==> config.mk <==
export PLATFORM = sky130hd
export DESIGN_NAME = irrx_core
export DESIGN_NICKNAME = d
export VERILOG_FILES = /design/src/core/irrx_pkg.sv /design/src/core/irrx_sync.sv /design/src/core/irrx_core.sv
export SDC_FILE = /design/constraint.sdc
export NUM_CORES = 1
export LEC_CHECK = 0
export BUFFER_PORTS_ARGS = -buffer_cell sky130_fd_sc_hd__buf_2
export CORE_MARGIN = 4
export CORE_UTILIZATION = 30
export CTS_BUF_LIST = sky130_fd_sc_hd__clkbuf_16
export CTS_CLUSTER_DIAMETER = 60
export DETAILED_ROUTE_END_ITERATION = 8
export PLACE_DENSITY = 0.56
export SLEW_MARGIN = 5
export SYNTH_ARGS = -nofsm -noshare
export SYNTH_HDL_FRONTEND = slang
export SYNTH_HIERARCHICAL = 1
export SYNTH_SLANG_ARGS = --single-unit
export TNS_END_PERCENT = 10
==> constraint.sdc <==
create_clock -name sys_clk -period 2.3 [get_ports sys_clk]
set_input_delay 0.23 -clock sys_clk [delete_from_list [all_inputs] [get_ports sys_clk]]
set_output_delay 0.23 -clock sys_clk [all_outputs]
set_load 0.1 [all_outputs]
==> src/core/irrx_pkg.sv <==
/*
  Constants for the IR receive enable and buffer block.
  Assumes a 32-bit register port with byte addresses.
*/
package irrx_pkg;
  localparam logic [7:0]  IRRX_OFF_UNIT_EN   = 8'h00;
  localparam logic [7:0]  IRRX_OFF_RX_EN     = 8'h04;
  localparam logic [7:0]  IRRX_OFF_BUF_LOW   = 8'h08;
  localparam logic [7:0]  IRRX_OFF_BUF_MID   = 8'h0c;
  localparam logic [7:0]  IRRX_OFF_BUF_HIGH  = 8'h10;
  localparam logic [7:0]  IRRX_OFF_CTRL1     = 8'h14;
  localparam logic [7:0]  IRRX_OFF_CTRL2     = 8'h18;
  localparam logic [7:0]  IRRX_OFF_CTRL3     = 8'h1c;
  localparam logic [7:0]  IRRX_OFF_STATUS    = 8'h24;
  localparam logic [7:0]  IRRX_OFF_CLK_SEL   = 8'h34;
  localparam int          IRRX_EN_BIT        = 0;
  localparam int          IRRX_KEEP1_BIT     = 1;
  localparam int          IRRX_BUF_BITS      = 72;
  localparam int          IRRX_CNT_W         = 7;
  localparam logic [31:0] IRRX_CTRL1_RST     = 32'h0000_0000;
  localparam logic [31:0] IRRX_CTRL2_RST     = 32'h0000_ffff;
  localparam logic [31:0] IRRX_CTRL3_RST     = 32'h0000_0000;
  localparam int          IRRX_DATA_MAX_POS  = 0;
  localparam int          IRRX_DATA_MAX_W    = 8;
  localparam int          IRRX_STAT_CNT_POS  = 0;
  localparam int          IRRX_STAT_DONE_POS = 8;
endpackage

==> src/core/irrx_sync.sv <==
/*
  Two-flop synchroniser for one level.
  Assumes the input is asynchronous to sys_clk.
*/
`timescale 1ns/1ps
module irrx_sync (
  // Clock and reset
  input  wire logic sys_clk,
  input  wire logic arst_n,
  // Level
  input  wire logic async_in,
  output logic      sync_out
);
  typedef struct packed {
    logic stage1;
    logic stage2;
  } irrx_sync_t;

  irrx_sync_t st;
  irrx_sync_t next_st;

  always_comb begin
    next_st        = st;
    next_st.stage1 = async_in;
    next_st.stage2 = st.stage1;
  end

  always_ff @(posedge sys_clk or negedge arst_n) begin
    if (!arst_n) begin
      st <= '0;
    end else begin
      st <= next_st;
    end
  end

  assign sync_out = st.stage2;
endmodule

==> src/core/irrx_core.sv <==
/*
  Enable, receive enable and receive buffer of the IR signal receiver.
  Assumes a simple register port and a demodulated IR level, a 32.768 kHz
  clock and a timer output, all asynchronous to sys_clk.
*/
// Function
// - Unit enable bit 0: 0 off, 1 on; set it first.
// - Unit disabled stops every receiver clock except the enable register.
// - Disabling the unit keeps every written register value.
// - Receive enable bit 0 blocks (0) or allows (1) reception.
// - Buffer word low shows received bits 31 to 0.
// - Buffer word mid shows received bits 63 to 32.
// - Buffer word high shows bits 71 to 64 low byte, zero above.
// - Bits shift in MSB first; newest bit lands at bit 0.
// - Sampling clock selectable between 32.768 kHz clock and timer output.
// - One frame ends after 72 one bits (rising edges); zero bits shift in but are not counted.
`timescale 1ns/1ps
module irrx_core
  import irrx_pkg::*;
#(
  parameter int BUF_BITS = IRRX_BUF_BITS
) (
  // Clock and reset
  input  wire logic        sys_clk,
  input  wire logic        arst_n,
  // Register port
  input  wire logic [7:0]  reg_addr,
  input  wire logic [31:0] reg_wdata,
  input  wire logic        reg_wr,
  input  wire logic        reg_rd,
  output logic [31:0]      reg_rdata,
  // Sampling sources and IR input
  input  wire logic        slow_clk_in,
  input  wire logic        timer_out_in,
  input  wire logic        ir_in,
  // Status
  output logic             unit_on,
  output logic             rx_active
);
  initial begin
    if (BUF_BITS != IRRX_BUF_BITS) begin
      $error("irrx_core: buffer must hold exactly 72 bits");
    end
    // Status packs the count below the done flag at bit 8
    if ($clog2(BUF_BITS + 1) > IRRX_CNT_W) begin
      $error("irrx_core: bit counter too narrow");
    end
  end

  typedef struct packed {
    logic        unit_en;
    logic        keep1;
    logic        rx_en;
    logic [31:0] ctrl1;
    logic [31:0] ctrl2;
    logic [31:0] ctrl3;
    logic        clk_sel;
    logic [71:0] buffer;
    logic [6:0]  bit_cnt;
    logic        done;
    logic        slow_d;
    logic        ir_d;
    logic [31:0] rdata;
    logic        unit_on;
    logic        rx_active;
  } irrx_state_t;

  irrx_state_t st;
  irrx_state_t next_st;

  logic slow_s;
  logic timer_s;
  logic ir_s;
  logic gate;
  logic samp_lvl;
  logic samp_tick;
  logic bit_tick;
  logic wr_unit;
  logic wr_other;

  irrx_sync u_sync_slow (
    .sys_clk  (sys_clk),
    .arst_n   (arst_n),
    .async_in (slow_clk_in),
    .sync_out (slow_s)
  );
  irrx_sync u_sync_timer (
    .sys_clk  (sys_clk),
    .arst_n   (arst_n),
    .async_in (timer_out_in),
    .sync_out (timer_s)
  );
  irrx_sync u_sync_ir (
    .sys_clk  (sys_clk),
    .arst_n   (arst_n),
    .async_in (ir_in),
    .sync_out (ir_s)
  );

  // Clock gating modelled as an enable so one clock drives everything
  assign gate      = st.unit_en;
  assign samp_lvl  = st.clk_sel ? timer_s : slow_s;
  assign samp_tick = gate && samp_lvl && !st.slow_d;
  // A counted one bit is taken on a sampled rising edge of the IR level
  assign bit_tick  = samp_tick && st.rx_en && !st.done && ir_s && !st.ir_d;
  assign wr_unit   = reg_wr && reg_addr == IRRX_OFF_UNIT_EN;
  assign wr_other  = reg_wr && gate;

  always_comb begin
    next_st = st;
    // Enable register always reachable, even when unit is off
    if (wr_unit) begin
      next_st.unit_en = reg_wdata[IRRX_EN_BIT];
      next_st.keep1   = reg_wdata[IRRX_KEEP1_BIT];
    end
    // Other registers hold their values while the unit is off
    if (wr_other) begin
      unique case (reg_addr)
        IRRX_OFF_RX_EN:   next_st.rx_en   = reg_wdata[IRRX_EN_BIT];
        IRRX_OFF_CTRL1:   next_st.ctrl1   = reg_wdata;
        IRRX_OFF_CTRL2:   next_st.ctrl2   = reg_wdata;
        IRRX_OFF_CTRL3:   next_st.ctrl3   = reg_wdata;
        IRRX_OFF_CLK_SEL: next_st.clk_sel = reg_wdata[0];
        // Read-only words and unmapped offsets land here and are dropped
        default: begin
        end
      endcase
      // Re-arming reception starts a fresh frame
      if (reg_addr == IRRX_OFF_RX_EN && reg_wdata[IRRX_EN_BIT] && !st.rx_en) begin
        next_st.bit_cnt = '0;
        next_st.done    = 1'b0;
      end
    end
    // Edge memory freezes with the unit, so a sample level that rose while off gives a sample edge on re-enabling
    if (gate) begin
      next_st.slow_d = samp_lvl;
      if (samp_tick) begin
        next_st.ir_d = ir_s;
      end
    end
    if (bit_tick) begin
      next_st.buffer  = {st.buffer[70:0], 1'b1};
      next_st.bit_cnt = st.bit_cnt + 7'h01;
      if (st.bit_cnt == 7'(IRRX_BUF_BITS - 1)) begin
        next_st.done = 1'b1;
      end
    end else if (samp_tick && st.rx_en && !st.done && !ir_s && st.ir_d) begin
      next_st.buffer  = {st.buffer[70:0], 1'b0};
    end
    // Read data stands one cycle and then drops to zero, so no stale word lingers
    next_st.rdata = 32'h0000_0000;
    if (reg_rd) begin
      unique case (reg_addr)
        IRRX_OFF_UNIT_EN:  next_st.rdata = {30'h0, st.keep1, st.unit_en};
        IRRX_OFF_RX_EN:    next_st.rdata = {31'h0, st.rx_en};
        IRRX_OFF_BUF_LOW:  next_st.rdata = st.buffer[31:0];
        IRRX_OFF_BUF_MID:  next_st.rdata = st.buffer[63:32];
        IRRX_OFF_BUF_HIGH: next_st.rdata = {24'h0, st.buffer[71:64]};
        IRRX_OFF_CTRL1:    next_st.rdata = st.ctrl1;
        IRRX_OFF_CTRL2:    next_st.rdata = st.ctrl2;
        IRRX_OFF_CTRL3:    next_st.rdata = st.ctrl3;
        IRRX_OFF_STATUS:   next_st.rdata = {23'h0, st.done, 1'b0, st.bit_cnt};
        IRRX_OFF_CLK_SEL:  next_st.rdata = {31'h0, st.clk_sel};
        default:           next_st.rdata = 32'h0000_0000;
      endcase
    end
    next_st.unit_on   = next_st.unit_en;
    next_st.rx_active = next_st.unit_en && next_st.rx_en && !next_st.done;
  end

  always_ff @(posedge sys_clk or negedge arst_n) begin
    if (!arst_n) begin
      st       <= '0;
      st.ctrl1 <= IRRX_CTRL1_RST;
      st.ctrl2 <= IRRX_CTRL2_RST;
      st.ctrl3 <= IRRX_CTRL3_RST;
    end else begin
      st <= next_st;
    end
  end

  assign reg_rdata = st.rdata;
  assign unit_on   = st.unit_on;
  assign rx_active = st.rx_active;

  // Assertions
  unit_write_a: assert property (@(posedge sys_clk) disable iff (!arst_n)
    wr_unit |=> unit_on == $past(reg_wdata[0]))
    else $error("unit enable did not follow write");
  gated_hold_a: assert property (@(posedge sys_clk) disable iff (!arst_n)
    !st.unit_en |=> st.buffer == $past(st.buffer))
    else $error("buffer moved while unit off");
  keep_ctrl_a: assert property (@(posedge sys_clk) disable iff (!arst_n)
    (!st.unit_en && reg_wr && reg_addr == IRRX_OFF_CTRL1) |=> st.ctrl1 == $past(st.ctrl1))
    else $error("control changed while unit off");
  rx_block_a: assert property (@(posedge sys_clk) disable iff (!arst_n)
    !st.rx_en |=> st.bit_cnt == $past(st.bit_cnt) || st.bit_cnt == 7'h00)
    else $error("bit counted while reception off");
  read_low_a: assert property (@(posedge sys_clk) disable iff (!arst_n)
    (reg_rd && reg_addr == IRRX_OFF_BUF_LOW) |=> reg_rdata == $past(st.buffer[31:0]))
    else $error("low buffer word wrong");
  read_mid_a: assert property (@(posedge sys_clk) disable iff (!arst_n)
    (reg_rd && reg_addr == IRRX_OFF_BUF_MID) |=> reg_rdata == $past(st.buffer[63:32]))
    else $error("mid buffer word wrong");
  read_high_a: assert property (@(posedge sys_clk) disable iff (!arst_n)
    (reg_rd && reg_addr == IRRX_OFF_BUF_HIGH) |=> reg_rdata[31:8] == 24'h0)
    else $error("high buffer word upper bits not zero");
  shift_msb_a: assert property (@(posedge sys_clk) disable iff (!arst_n)
    bit_tick |=> st.buffer[0] && st.buffer[71:1] == $past(st.buffer[70:0]))
    else $error("buffer did not shift MSB first");
  frame_stop_a: assert property (@(posedge sys_clk) disable iff (!arst_n)
    st.done |-> st.bit_cnt == 7'(IRRX_BUF_BITS))
    else $error("frame ended at wrong count");
  en_read_a: assert property (@(posedge sys_clk) disable iff (!arst_n)
    (reg_rd && reg_addr == IRRX_OFF_UNIT_EN) |=> reg_rdata[31:2] == 30'h0)
    else $error("unit enable reserved bits not zero");
  sel_use_a: assert property (@(posedge sys_clk) disable iff (!arst_n)
    (st.unit_en && st.clk_sel) |=> st.slow_d == $past(timer_s))
    else $error("timer source not used");

  // Enable register bits 0 and 1 and the registered enable copy
  unit_read_a: assert property (@(posedge sys_clk) disable iff (!arst_n)
    (reg_rd && reg_addr == IRRX_OFF_UNIT_EN)
    |=> reg_rdata[IRRX_EN_BIT] == $past(st.unit_en))
    else $error("unit enable read wrong");
  unit_out_a: assert property (@(posedge sys_clk) disable iff (!arst_n)
    unit_on == st.unit_en)
    else $error("unit on output differs from enable");
  keep_bit_a: assert property (@(posedge sys_clk) disable iff (!arst_n)
    wr_unit
    |=> st.keep1 == $past(reg_wdata[IRRX_KEEP1_BIT]))
    else $error("bit 1 of unit enable not stored");
  keep_read_a: assert property (@(posedge sys_clk) disable iff (!arst_n)
    (reg_rd && reg_addr == IRRX_OFF_UNIT_EN)
    |=> reg_rdata[IRRX_KEEP1_BIT] == $past(st.keep1))
    else $error("bit 1 of unit enable read wrong");

  // Frozen while the unit is off
  off_rx_hold_a: assert property (@(posedge sys_clk) disable iff (!arst_n)
    (!st.unit_en && reg_wr && reg_addr == IRRX_OFF_RX_EN)
    |=> st.rx_en == $past(st.rx_en))
    else $error("receive enable changed while unit off");
  off_count_a: assert property (@(posedge sys_clk) disable iff (!arst_n)
    !st.unit_en |=> st.bit_cnt == $past(st.bit_cnt))
    else $error("bit count moved while unit off");
  keep_sel_a: assert property (@(posedge sys_clk) disable iff (!arst_n)
    (!st.unit_en && reg_wr && reg_addr == IRRX_OFF_CLK_SEL)
    |=> st.clk_sel == $past(st.clk_sel))
    else $error("clock select changed while unit off");
  keep_ctrl23_a: assert property (@(posedge sys_clk) disable iff (!arst_n)
    (!st.unit_en && reg_wr)
    |=> st.ctrl2 == $past(st.ctrl2) && st.ctrl3 == $past(st.ctrl3))
    else $error("control 2 or 3 changed while unit off");

  // Reception gate
  rx_write_a: assert property (@(posedge sys_clk) disable iff (!arst_n)
    (st.unit_en && reg_wr && reg_addr == IRRX_OFF_RX_EN)
    |=> st.rx_en == $past(reg_wdata[IRRX_EN_BIT]))
    else $error("receive enable did not follow write");
  rx_gate_a: assert property (@(posedge sys_clk) disable iff (!arst_n)
    !st.rx_en |=> st.buffer == $past(st.buffer))
    else $error("buffer moved while reception off");
  active_out_a: assert property (@(posedge sys_clk) disable iff (!arst_n)
    rx_active == (st.unit_en && st.rx_en && !st.done))
    else $error("receive active output wrong");

  // Buffer layout and shift order
  read_byte_a: assert property (@(posedge sys_clk) disable iff (!arst_n)
    (reg_rd && reg_addr == IRRX_OFF_BUF_HIGH)
    |=> reg_rdata[7:0] == $past(st.buffer[71:64]))
    else $error("high buffer word low byte wrong");
  shift_zero_a: assert property (@(posedge sys_clk) disable iff (!arst_n)
    (samp_tick && st.rx_en && !st.done && !ir_s && st.ir_d)
    |=> !st.buffer[0] && st.buffer[71:1] == $past(st.buffer[70:0]))
    else $error("zero bit did not shift in at bit 0");

  // Frame limit and sample clock choice
  full_hold_a: assert property (@(posedge sys_clk) disable iff (!arst_n)
    st.done |=> st.buffer == $past(st.buffer))
    else $error("buffer moved after frame full");
  count_cap_a: assert property (@(posedge sys_clk) disable iff (!arst_n)
    st.bit_cnt <= 7'(IRRX_BUF_BITS))
    else $error("bit count beyond frame size");
  done_flag_a: assert property (@(posedge sys_clk) disable iff (!arst_n)
    (bit_tick && st.bit_cnt == 7'(IRRX_BUF_BITS - 1))
    |=> st.done)
    else $error("frame full not flagged");
  rearm_clear_a: assert property (@(posedge sys_clk) disable iff (!arst_n)
    (st.unit_en && reg_wr && reg_addr == IRRX_OFF_RX_EN && reg_wdata[IRRX_EN_BIT] && !st.rx_en)
    |=> st.bit_cnt == 7'h00 && !st.done)
    else $error("re-arming did not start a fresh frame");
  slow_use_a: assert property (@(posedge sys_clk) disable iff (!arst_n)
    (st.unit_en && !st.clk_sel)
    |=> st.slow_d == $past(slow_s))
    else $error("slow clock source not used");

  // Main scenarios
  frame_full_c: cover property (@(posedge sys_clk) disable iff (!arst_n) $rose(st.done));
  bit_in_c:     cover property (@(posedge sys_clk) disable iff (!arst_n) bit_tick);
  off_write_c:  cover property (@(posedge sys_clk) disable iff (!arst_n) !st.unit_en && wr_unit);
  timer_bit_c:  cover property (@(posedge sys_clk) disable iff (!arst_n) bit_tick && st.clk_sel);
  rearm_c:      cover property (@(posedge sys_clk) disable iff (!arst_n) wr_other && reg_addr == IRRX_OFF_RX_EN && !st.rx_en);
endmodule

==> results.md, run 1 <==
* EDFF count, synth at 0
* Syn_area_per_cell at roughly 12 sq um
* Routability cong. at 0.7919
* Worst vdd ir at around 0.43 mV
* Multi-input gate area at a little over 0.004 sq mm
* Largest family of logic cells by synthesized area: multiplexers
* Number of setup buffers added after CTS at 0
* Cell total after placement at roughly 1300
* Clock power frac at between 40 and 50%
* Post-DP HPWL at between 15000 and 20000 microns
* Worst skew pair latency at 0.54 ns
* CTS tree: done
* Leakage power at 5.738 nW
* Final min period at between 1.5 and 2 ns
* Maxcap violations at 0
* Initial antenna violation count at 2
* Die height at 192.3 microns
* Antenna viol nets, final at 0
* Layout cells sized above 1 at 39.03%
* Mux contribution to synthesized area at 23.71%
* # IOs at 81
* First-pass GRT wire length at 39780 microns
* CTS root buf: clkbuf_16
* Slew headroom at a little over half
* Pin count of the biggest net entering global routing at 75
* Commonest non-fill, non-tap cell in the layout: dfrtp_1
* Max Clk Rate at about 550 MHz
* Pwr per Cell Area at a little under 700 mW/mm^2
* GR peak layer: met2
* Crit Path Class: register to register
* Via/cell ratio at approximately 4.8
* Compound-gate portion of the synthesized area at approximately 6.8%
* CTS sink cnt at about 220
* PostCTS Resize Cnt at 0
* Async SR Flop Fraction at 100.0%
* Fill count at roughly 3300
* Post-Layout Cell Count at 1373
* Core area at ~0.034 sq mm
* Setup-failing EPs final at 0
* # H-tree levels at 1
* Syn-to-layout area delta at 20.28%
* Port Buf Inserts at 80
* Total CTS buffers at 26
* Worst Hold Class: input pin to register
* Post-Syn Instances at approximately 820
* Slew Viols, Final at 0
* Yosys warns at 6
* Commonest cells after routing, fill and taps aside: dfrtp_1 (204), mux2_2 (171), buf_2 (79)
* Grt met1 use at 18.28%
* Post-synthesis sequential area ratio at 54.45%
* Drt pass-1 iters at 4
* Routed vias at between 6000 and 7000
* Diodes inserted at 0
* Avg WL per Cell at roughly 18 microns
* Vias in the first global route at 6969
* Starting density of the core at 30.40%
* Post-synthesis adder-cell area fraction at less than 1%
* Seq pwr share at a little under half
* Switching share of power at between 20% and 30%
* Gate power share at just over 5%
* Library cells used by synthesis at between 50 and 60
* Residual overflow from global routing at 0
* Sw Pwr at between 1.5 and 2 mW
* Setup TNS at 0 ns
* Crit start category: register
* Die area at between 0.03 and 0.04 sq mm
* CTS Buffer Depth at 3
* RSZ-0062 raised after global routing: false
* Row cnt at between 60 and 70
* Post-Syn Nets at about 860
* Final hold vios at 0
* WHS at around 0.028 ns
* Kind of end point of the critical path: register
* Ys flop type: dfrtp_1
* DRC at 0
* Total Routing Usage GR at 13.47%
* Clock transition at path regs at about 0.06 ns
* Final layout net count at 953
* CP arrival at roughly 2.2 ns
* Status: finished clean
* GR Util met3 at 2.424%
* Drt initial violations at 352
* Worst Tran Pin Value at roughly 0.69 ns
* Pint at approximately 6.4 mW
* Post-Synthesis Cell Area at 0.01019 sq mm
* XOR/XNOR Fraction of Synth Area at less than 1%
* CP max FO at 36
* WP data required at approximately 2.7 ns
* Sequential cell area at between 0.005 and 0.006 sq mm
* Skew final at 0.03305 ns
* Post-Synth Simple-Gate Area at a little under a tenth
* FF+latch count, synth at 221
* DRT Wirelength at 24650 microns
* Final Cycle Share at approximately four fifths
* GRT met2 Usage at ~22%
* DIE WIDTH at between 150 and 200 microns
## worst max-delay path: stages (launching register included)
cell and delay [ns]:
dfrtp_1 0.43, mux2i_1 0.37, nor2_1 0.15, o21ai_4 0.12, buf_12 0.25, mux2_2 0.37
## what timing repair did
action	4_1_cts	5_1_grt
hold endpoints to repair	147	0
setup endpoints to repair	0	0
hold buffers	31	0
## worst paths after layout
kind	cells past startpoint	end	slack, ns	startpoint
setup / recovery	5	st[69]$_DFFE_PN0P_	0.48	st[116]$_DFFE_PN0P_
hold / removal	2	st[118]$_DFFE_PN0P_	0.03	reg_wdata[1]
setup reg to reg	5	st[69]$_DFFE_PN0P_	0.48	st[116]$_DFFE_PN0P_
hold reg to reg	0	u_sync_timer/sync_out$_DFF_PN0_	0.35	u_sync_timer/next_st[0]$_DFF_PN0_
max in group asynchronous	3	st[154]$_DFFE_PN1P_	1.18	arst_n
min in group asynchronous	2	st[40]$_DFFE_PN0P_	0.30	arst_n
## kinds of logic (layout without fill, tap and decap cells)
family,Yosys count,after routing
DFF,221,221
buffers and inverters,92,201
adders and majority gates,1,1
xor gates and xnor gates,1,1
muxes,214,214
AOI/OAI and AO/OA,110,110
and+or+nand+nor,177,177
## power by group through the flow
stage          Combinational [mW]  Sequential, mW  Clock, mW
6_report                    0.423            3.94       3.95
5_1_grt                     0.468            3.94       4.24
4_1_cts                     0.435            3.94       4.09
3_5_place_dp                0.392            4.01          0
3_3_place_gp                0.388            4.01          0
2_1_floorplan               0.137            4.01          0
## Yosys cell counts (5+ instances only)
cell | instances | area (sq um)
a31oi_1 | 5 | 31.28
nor3b_1 | 5 | 37.54
a21o_1 | 23 | 172.7
nand3_1 | 76 | 380.4
clkbuf_1 | 26 | 97.59
buf_1 | 7 | 26.28
nor2_1 | 12 | 45.04
mux2_2 | 171 | 1926
dfrtp_1 | 205 | 5130
nand4_1 | 7 | 43.79
mux2i_1 | 33 | 330.3
a21oi_1 | 30 | 150.1
nor2b_1 | 6 | 37.54
and3_1 | 10 | 62.56
nand2_1 | 33 | 123.9
mux2_1 | 6 | 67.56
o21ai_0 | 31 | 155.2
dfstp_2 | 16 | 420.4
buf_4 | 35 | 262.8
buf_6 | 6 | 67.56
buf_2 | 14 | 70.07
nor3_1 | 5 | 25.02
## layout make-up
cell class / instances / area share [%]
clock inverters: 22 / 1.439
repair buffers: 149 / 9.430
flip-flops and latches: 221 / 45.28
inverters: 4 / 0.1225
well taps: 448 / 4.572
clock buffers: 26 / 5.307
multi-input cells: 503 / 33.85
## layer usage
layer	wire (microns)	vias up
li1	-	3096
met1	11280	3344
met2	11700	126
met3	1120	42
met4	528	4
met5	27	-
## state kept, by name, indices dropped and copies added, names as in the netlist
| signal | flops |
|---|---|
| reg_rdata | 32 |
| st | 181 |
| u_sync_timer/next_st | 1 |
| u_sync_ir/sync_out | 1 |
| rx_active | 1 |
| u_sync_slow/next_st | 1 |
| u_sync_ir/next_st | 1 |
| unit_on | 1 |
| u_sync_timer/sync_out | 1 |
| u_sync_slow/sync_out | 1 |
## metrics by stage
step                utilization (%)  power (mW)  setup slack (ns)  instance area [sq um]
floorplan                         -       4.145            0.2821                  10190
global placement              33.17       4.395            0.2991                  11120
detailed placement            33.17       4.400            0.2924                  11120
CTS                           36.56       8.464            0.4803                  12260
global route                  36.56       8.647            0.3730                  12260
finish                        36.56       8.310            0.4765                  12260
No activity file was read; power rests on OpenSTA's default activity.
==> inputs of run 2 (changes only) <==
--- a/config.mk
+++ b/config.mk
@@ -11,7 +11,7 @@
 export CTS_BUF_LIST = sky130_fd_sc_hd__clkbuf_16
 export CTS_CLUSTER_DIAMETER = 60
 export DETAILED_ROUTE_END_ITERATION = 8
-export PLACE_DENSITY = 0.56
+export PLACE_DENSITY = 0.57
 export SLEW_MARGIN = 5
 export SYNTH_ARGS = -nofsm -noshare
 export SYNTH_HDL_FRONTEND = slang
==> constraint.sdc (replaced) <==
create_clock -name sys_clk -period 1.5 [get_ports sys_clk]
set_input_delay 0.15 -clock sys_clk [delete_from_list [all_inputs] [get_ports sys_clk]]
set_output_delay 0.15 -clock sys_clk [all_outputs]
set_load 0.1 [all_outputs]
==> results.md, run 2 (synthesis results as in run 1) <==
* Row cnt at 67 (unchanged)
* Worst Hold Class: input pin to register (unchanged)
* Residual overflow from global routing at 0 (unchanged)
* Critical Path Stages at 6 (was 5)
* Commonest cells after routing, fill and taps aside: dfrtp_1 (204), mux2_2 (154), buf_4 (79) (was dfrtp_1 (204), mux2_2 (171), buf_2 (79))
* Diodes inserted at 0 (unchanged)
* Total Routing Usage GR at 13.98% (was 13.47%)
* DIE WIDTH at 192.3 microns (unchanged)
* Leakage power at 6.265 nW (was 5.738 nW)
* Maxcap violations at 0 (unchanged)
* Die area at 0.03699 sq mm (unchanged)
* Crit Path Class: register to register (unchanged)
* CTS tree: done (unchanged)
* Port Buf Inserts at 80 (unchanged)
* Drt pass-1 iters at 5 (was 4)
* Routability cong. at 0.8391 (was 0.7919)
* First-pass GRT wire length at 41160 microns (was 39780 microns)
* CP max stage delay at 0.37 ns (was 0.43 ns)
* Crit-path slowest cell: dfrtp_1 (unchanged)
* Final Power at 13.10 mW (was 8.310 mW)
* CTS Buffer Depth at 3 (unchanged)
* RSZ-0062 raised after global routing: true (was false)
* Total CTS buffers at 26 (unchanged)
* Worst-path cell chain: mux2i_2 > nor2_4 > o21ai_4 > buf_12 > clkbuf_16 > mux2_2 (was mux2i_1 > nor2_1 > o21ai_4 > buf_12 > mux2_2)
* Vias in the first global route at 7345 (was 6969)
* Most flop-heavy register: st (unchanged)
* Final Cycle Share at 109.6% (was 79.28%)
* # IOs at 81 (unchanged)
* CP arrival at 2.06 ns (was 2.24 ns)
* Layout cells sized above 1 at 44.82% (was 39.03%)
* Slew Viols, Final at 0 (unchanged)
* Routed vias at 6954 (was 6612)
* WP buf/inv at 2 (was 1)
* Max Clk Rate at 608.4 MHz (was 548.4 MHz)
* Kind of end point of the critical path: register (unchanged)
* Pint at 10.08 mW (was 6.360 mW)
* Hold Crit Depth at 4 (was 2)
* CTS sink cnt at 221 (unchanged)
* Worst vdd ir at 0.9875 mV (was 0.4252 mV)
* Skew final at 0.02191 ns (was 0.03305 ns)
* Violated checks: negative setup slack
* Post-DP HPWL at 17570 microns (was 16370 microns)
* Final WS setup at -0.1435 ns (was 0.4765 ns)
* Syn-to-layout area delta at 30.48% (was 20.28%)
* Pwr per Cell Area at 984.6 mW/mm^2 (was 677.8 mW/mm^2)
* Switching share of power at 23.06% (was 23.46%)
* Cell total after placement at 1357 (was 1294)
* WP data required at 1.91 ns (was 2.72 ns)
* Starting density of the core at 30.40% (unchanged)
* Die height at 192.3 microns (unchanged)
* Drt initial violations at 381 (was 352)
* Antenna viol nets, final at 0 (unchanged)
* Seq pwr share at 46.2% (was 47.4%)
* Clock transition at path regs at 0.06 ns (about the same)
* Clock power frac at 47.4% (was 47.5%)
* Pin count of the biggest net entering global routing at 52 (was 75)
* # H-tree levels at 1 (unchanged)
* Sw Pwr at 3.021 mW (was 1.949 mW)
* Final min period at 1.644 ns (was 1.824 ns)
* Slew headroom at 66.62% (was 53.52%)
* DRC at 0 (unchanged)
* Post-Layout Cell Count at 1452 (was 1373)
* Core area at 0.03353 sq mm (unchanged)
* Worst Tran Pin Value at 0.5041 ns (was 0.6875 ns)
* Avg WL per Cell at 17.78 microns (was 17.95 microns)
* CTS root buf: clkbuf_16 (unchanged)
* Gate power share at 6.4% (was 5.1%)
* Worst skew pair latency at 0.53 ns (was 0.54 ns)
* Final hold vios at 0 (unchanged)
* Setup-failing EPs final at 169 (was 0)
* Commonest non-fill, non-tap cell in the layout: dfrtp_1 (unchanged)
* Via/cell ratio at 4.789 (was 4.816)
* CP max FO at 11 (was 36)
* Final layout net count at 1032 (was 953)
* Max FFs per register at 181 (unchanged)
* DRT Wirelength at 25820 microns (was 24650 microns)
* Crit path max-delay family: multiplexers (unchanged)
* R2R cell count at 6 (was 5)
* Initial antenna violation count at 0 (was 2)
* Status: finished, violations left (was finished clean)
* Crit start category: register (unchanged)
## run 2: changes by cell type in the layout (fill, tap and decap cells not counted), sizes merged
cell         previous run  this run
bufinv                  2         3
clkinvlp                2         0
inv                    11        10
dlygate4sd3            31        36
clkinv                 11        13
clkbuf                 26        29
buf                   118       189
## run 2: tightest hold or removal path: stages
cell	delay, ns
buf_2	0.10
o2111ai_2	0.09
buf_12	0.18
a31oi_1	0.06
## run 2: final timing paths
| kind | startpoint | slack, ns | to |
|---|---|---|---|
| setup reg to reg | st[116]$_DFFE_PN0P_ | -0.14 | st[52]$_DFFE_PN0P_ |
| hold / removal | reg_rd | 0.11 | reg_rdata[6]$_DFF_PN0_ |
| min in group asynchronous | arst_n | 0.13 | st[185]$_DFFE_PN0P_ |
| setup / recovery | st[116]$_DFFE_PN0P_ | -0.14 | st[52]$_DFFE_PN0P_ |
| max in group asynchronous | arst_n | 0.77 | st[162]$_DFFE_PN1P_ |
| hold reg to reg | u_sync_slow/next_st[0]$_DFF_PN0_ | 0.35 | u_sync_slow/sync_out$_DFF_PN0_ |
## run 2: layout make-up
type                            instances  area, sq um
Inverter                                4        15.01
Multi-Input combinational cell        503         4293
Fill cell                            3272        20230
Clock buffer                           26        650.6
Clock inverter                         22        197.7
Tap cell                              448        560.5
Timing Repair Buffer                  228         2029
Sequential cell                       221         5554
## run 2: power by group through the flow
| stage | clock network (mW) | registers (mW) | logic (mW) |
|---|---|---|---|
| floorplan | 0 | 6.15 | 0.219 |
| global placement | 0 | 6.15 | 0.750 |
| detailed placement | 0 | 6.15 | 0.758 |
| CTS | 6.40 | 6.05 | 0.848 |
| global route | 6.66 | 6.05 | 0.918 |
| finish | 6.21 | 6.05 | 0.838 |
## run 2: timing repair
action                                  CTS  global route
endpoints found under the hold margin   317             0
setup buffers                             5             3
hold buffers                             36             0
resized for setup                        15            16
cloned                                    1             2
endpoints found under the setup margin  175           176
pin swaps                                 4             3
## run 2: per-layer routing
layer	wire, microns	track usage (%)	up-vias
met1	12120	19.88	3517
met3	1051	1.827	37
met2	12170	22.83	146
li1	-	-	3254
met5	0	0	-
met4	476	3.264	0
## run 2: per-stage QoR
step | utilization (%) | hold WS [ns] | instance area (sq um) | TNS, ns | setup WS, ns
floorplan | - | -0.1456 | 10330 | -33.12 | -0.2511
global placement | 35.23 | 0.08342 | 11810 | -62.24 | -0.4824
detailed placement | 35.23 | 0.08454 | 11810 | -65.40 | -0.4826
CTS | 39.25 | 0.09558 | 13160 | -12.41 | -0.1459
global route | 39.66 | 0.1161 | 13300 | -23.19 | -0.1931
finish | 39.66 | 0.1118 | 13300 | -14.86 | -0.1435
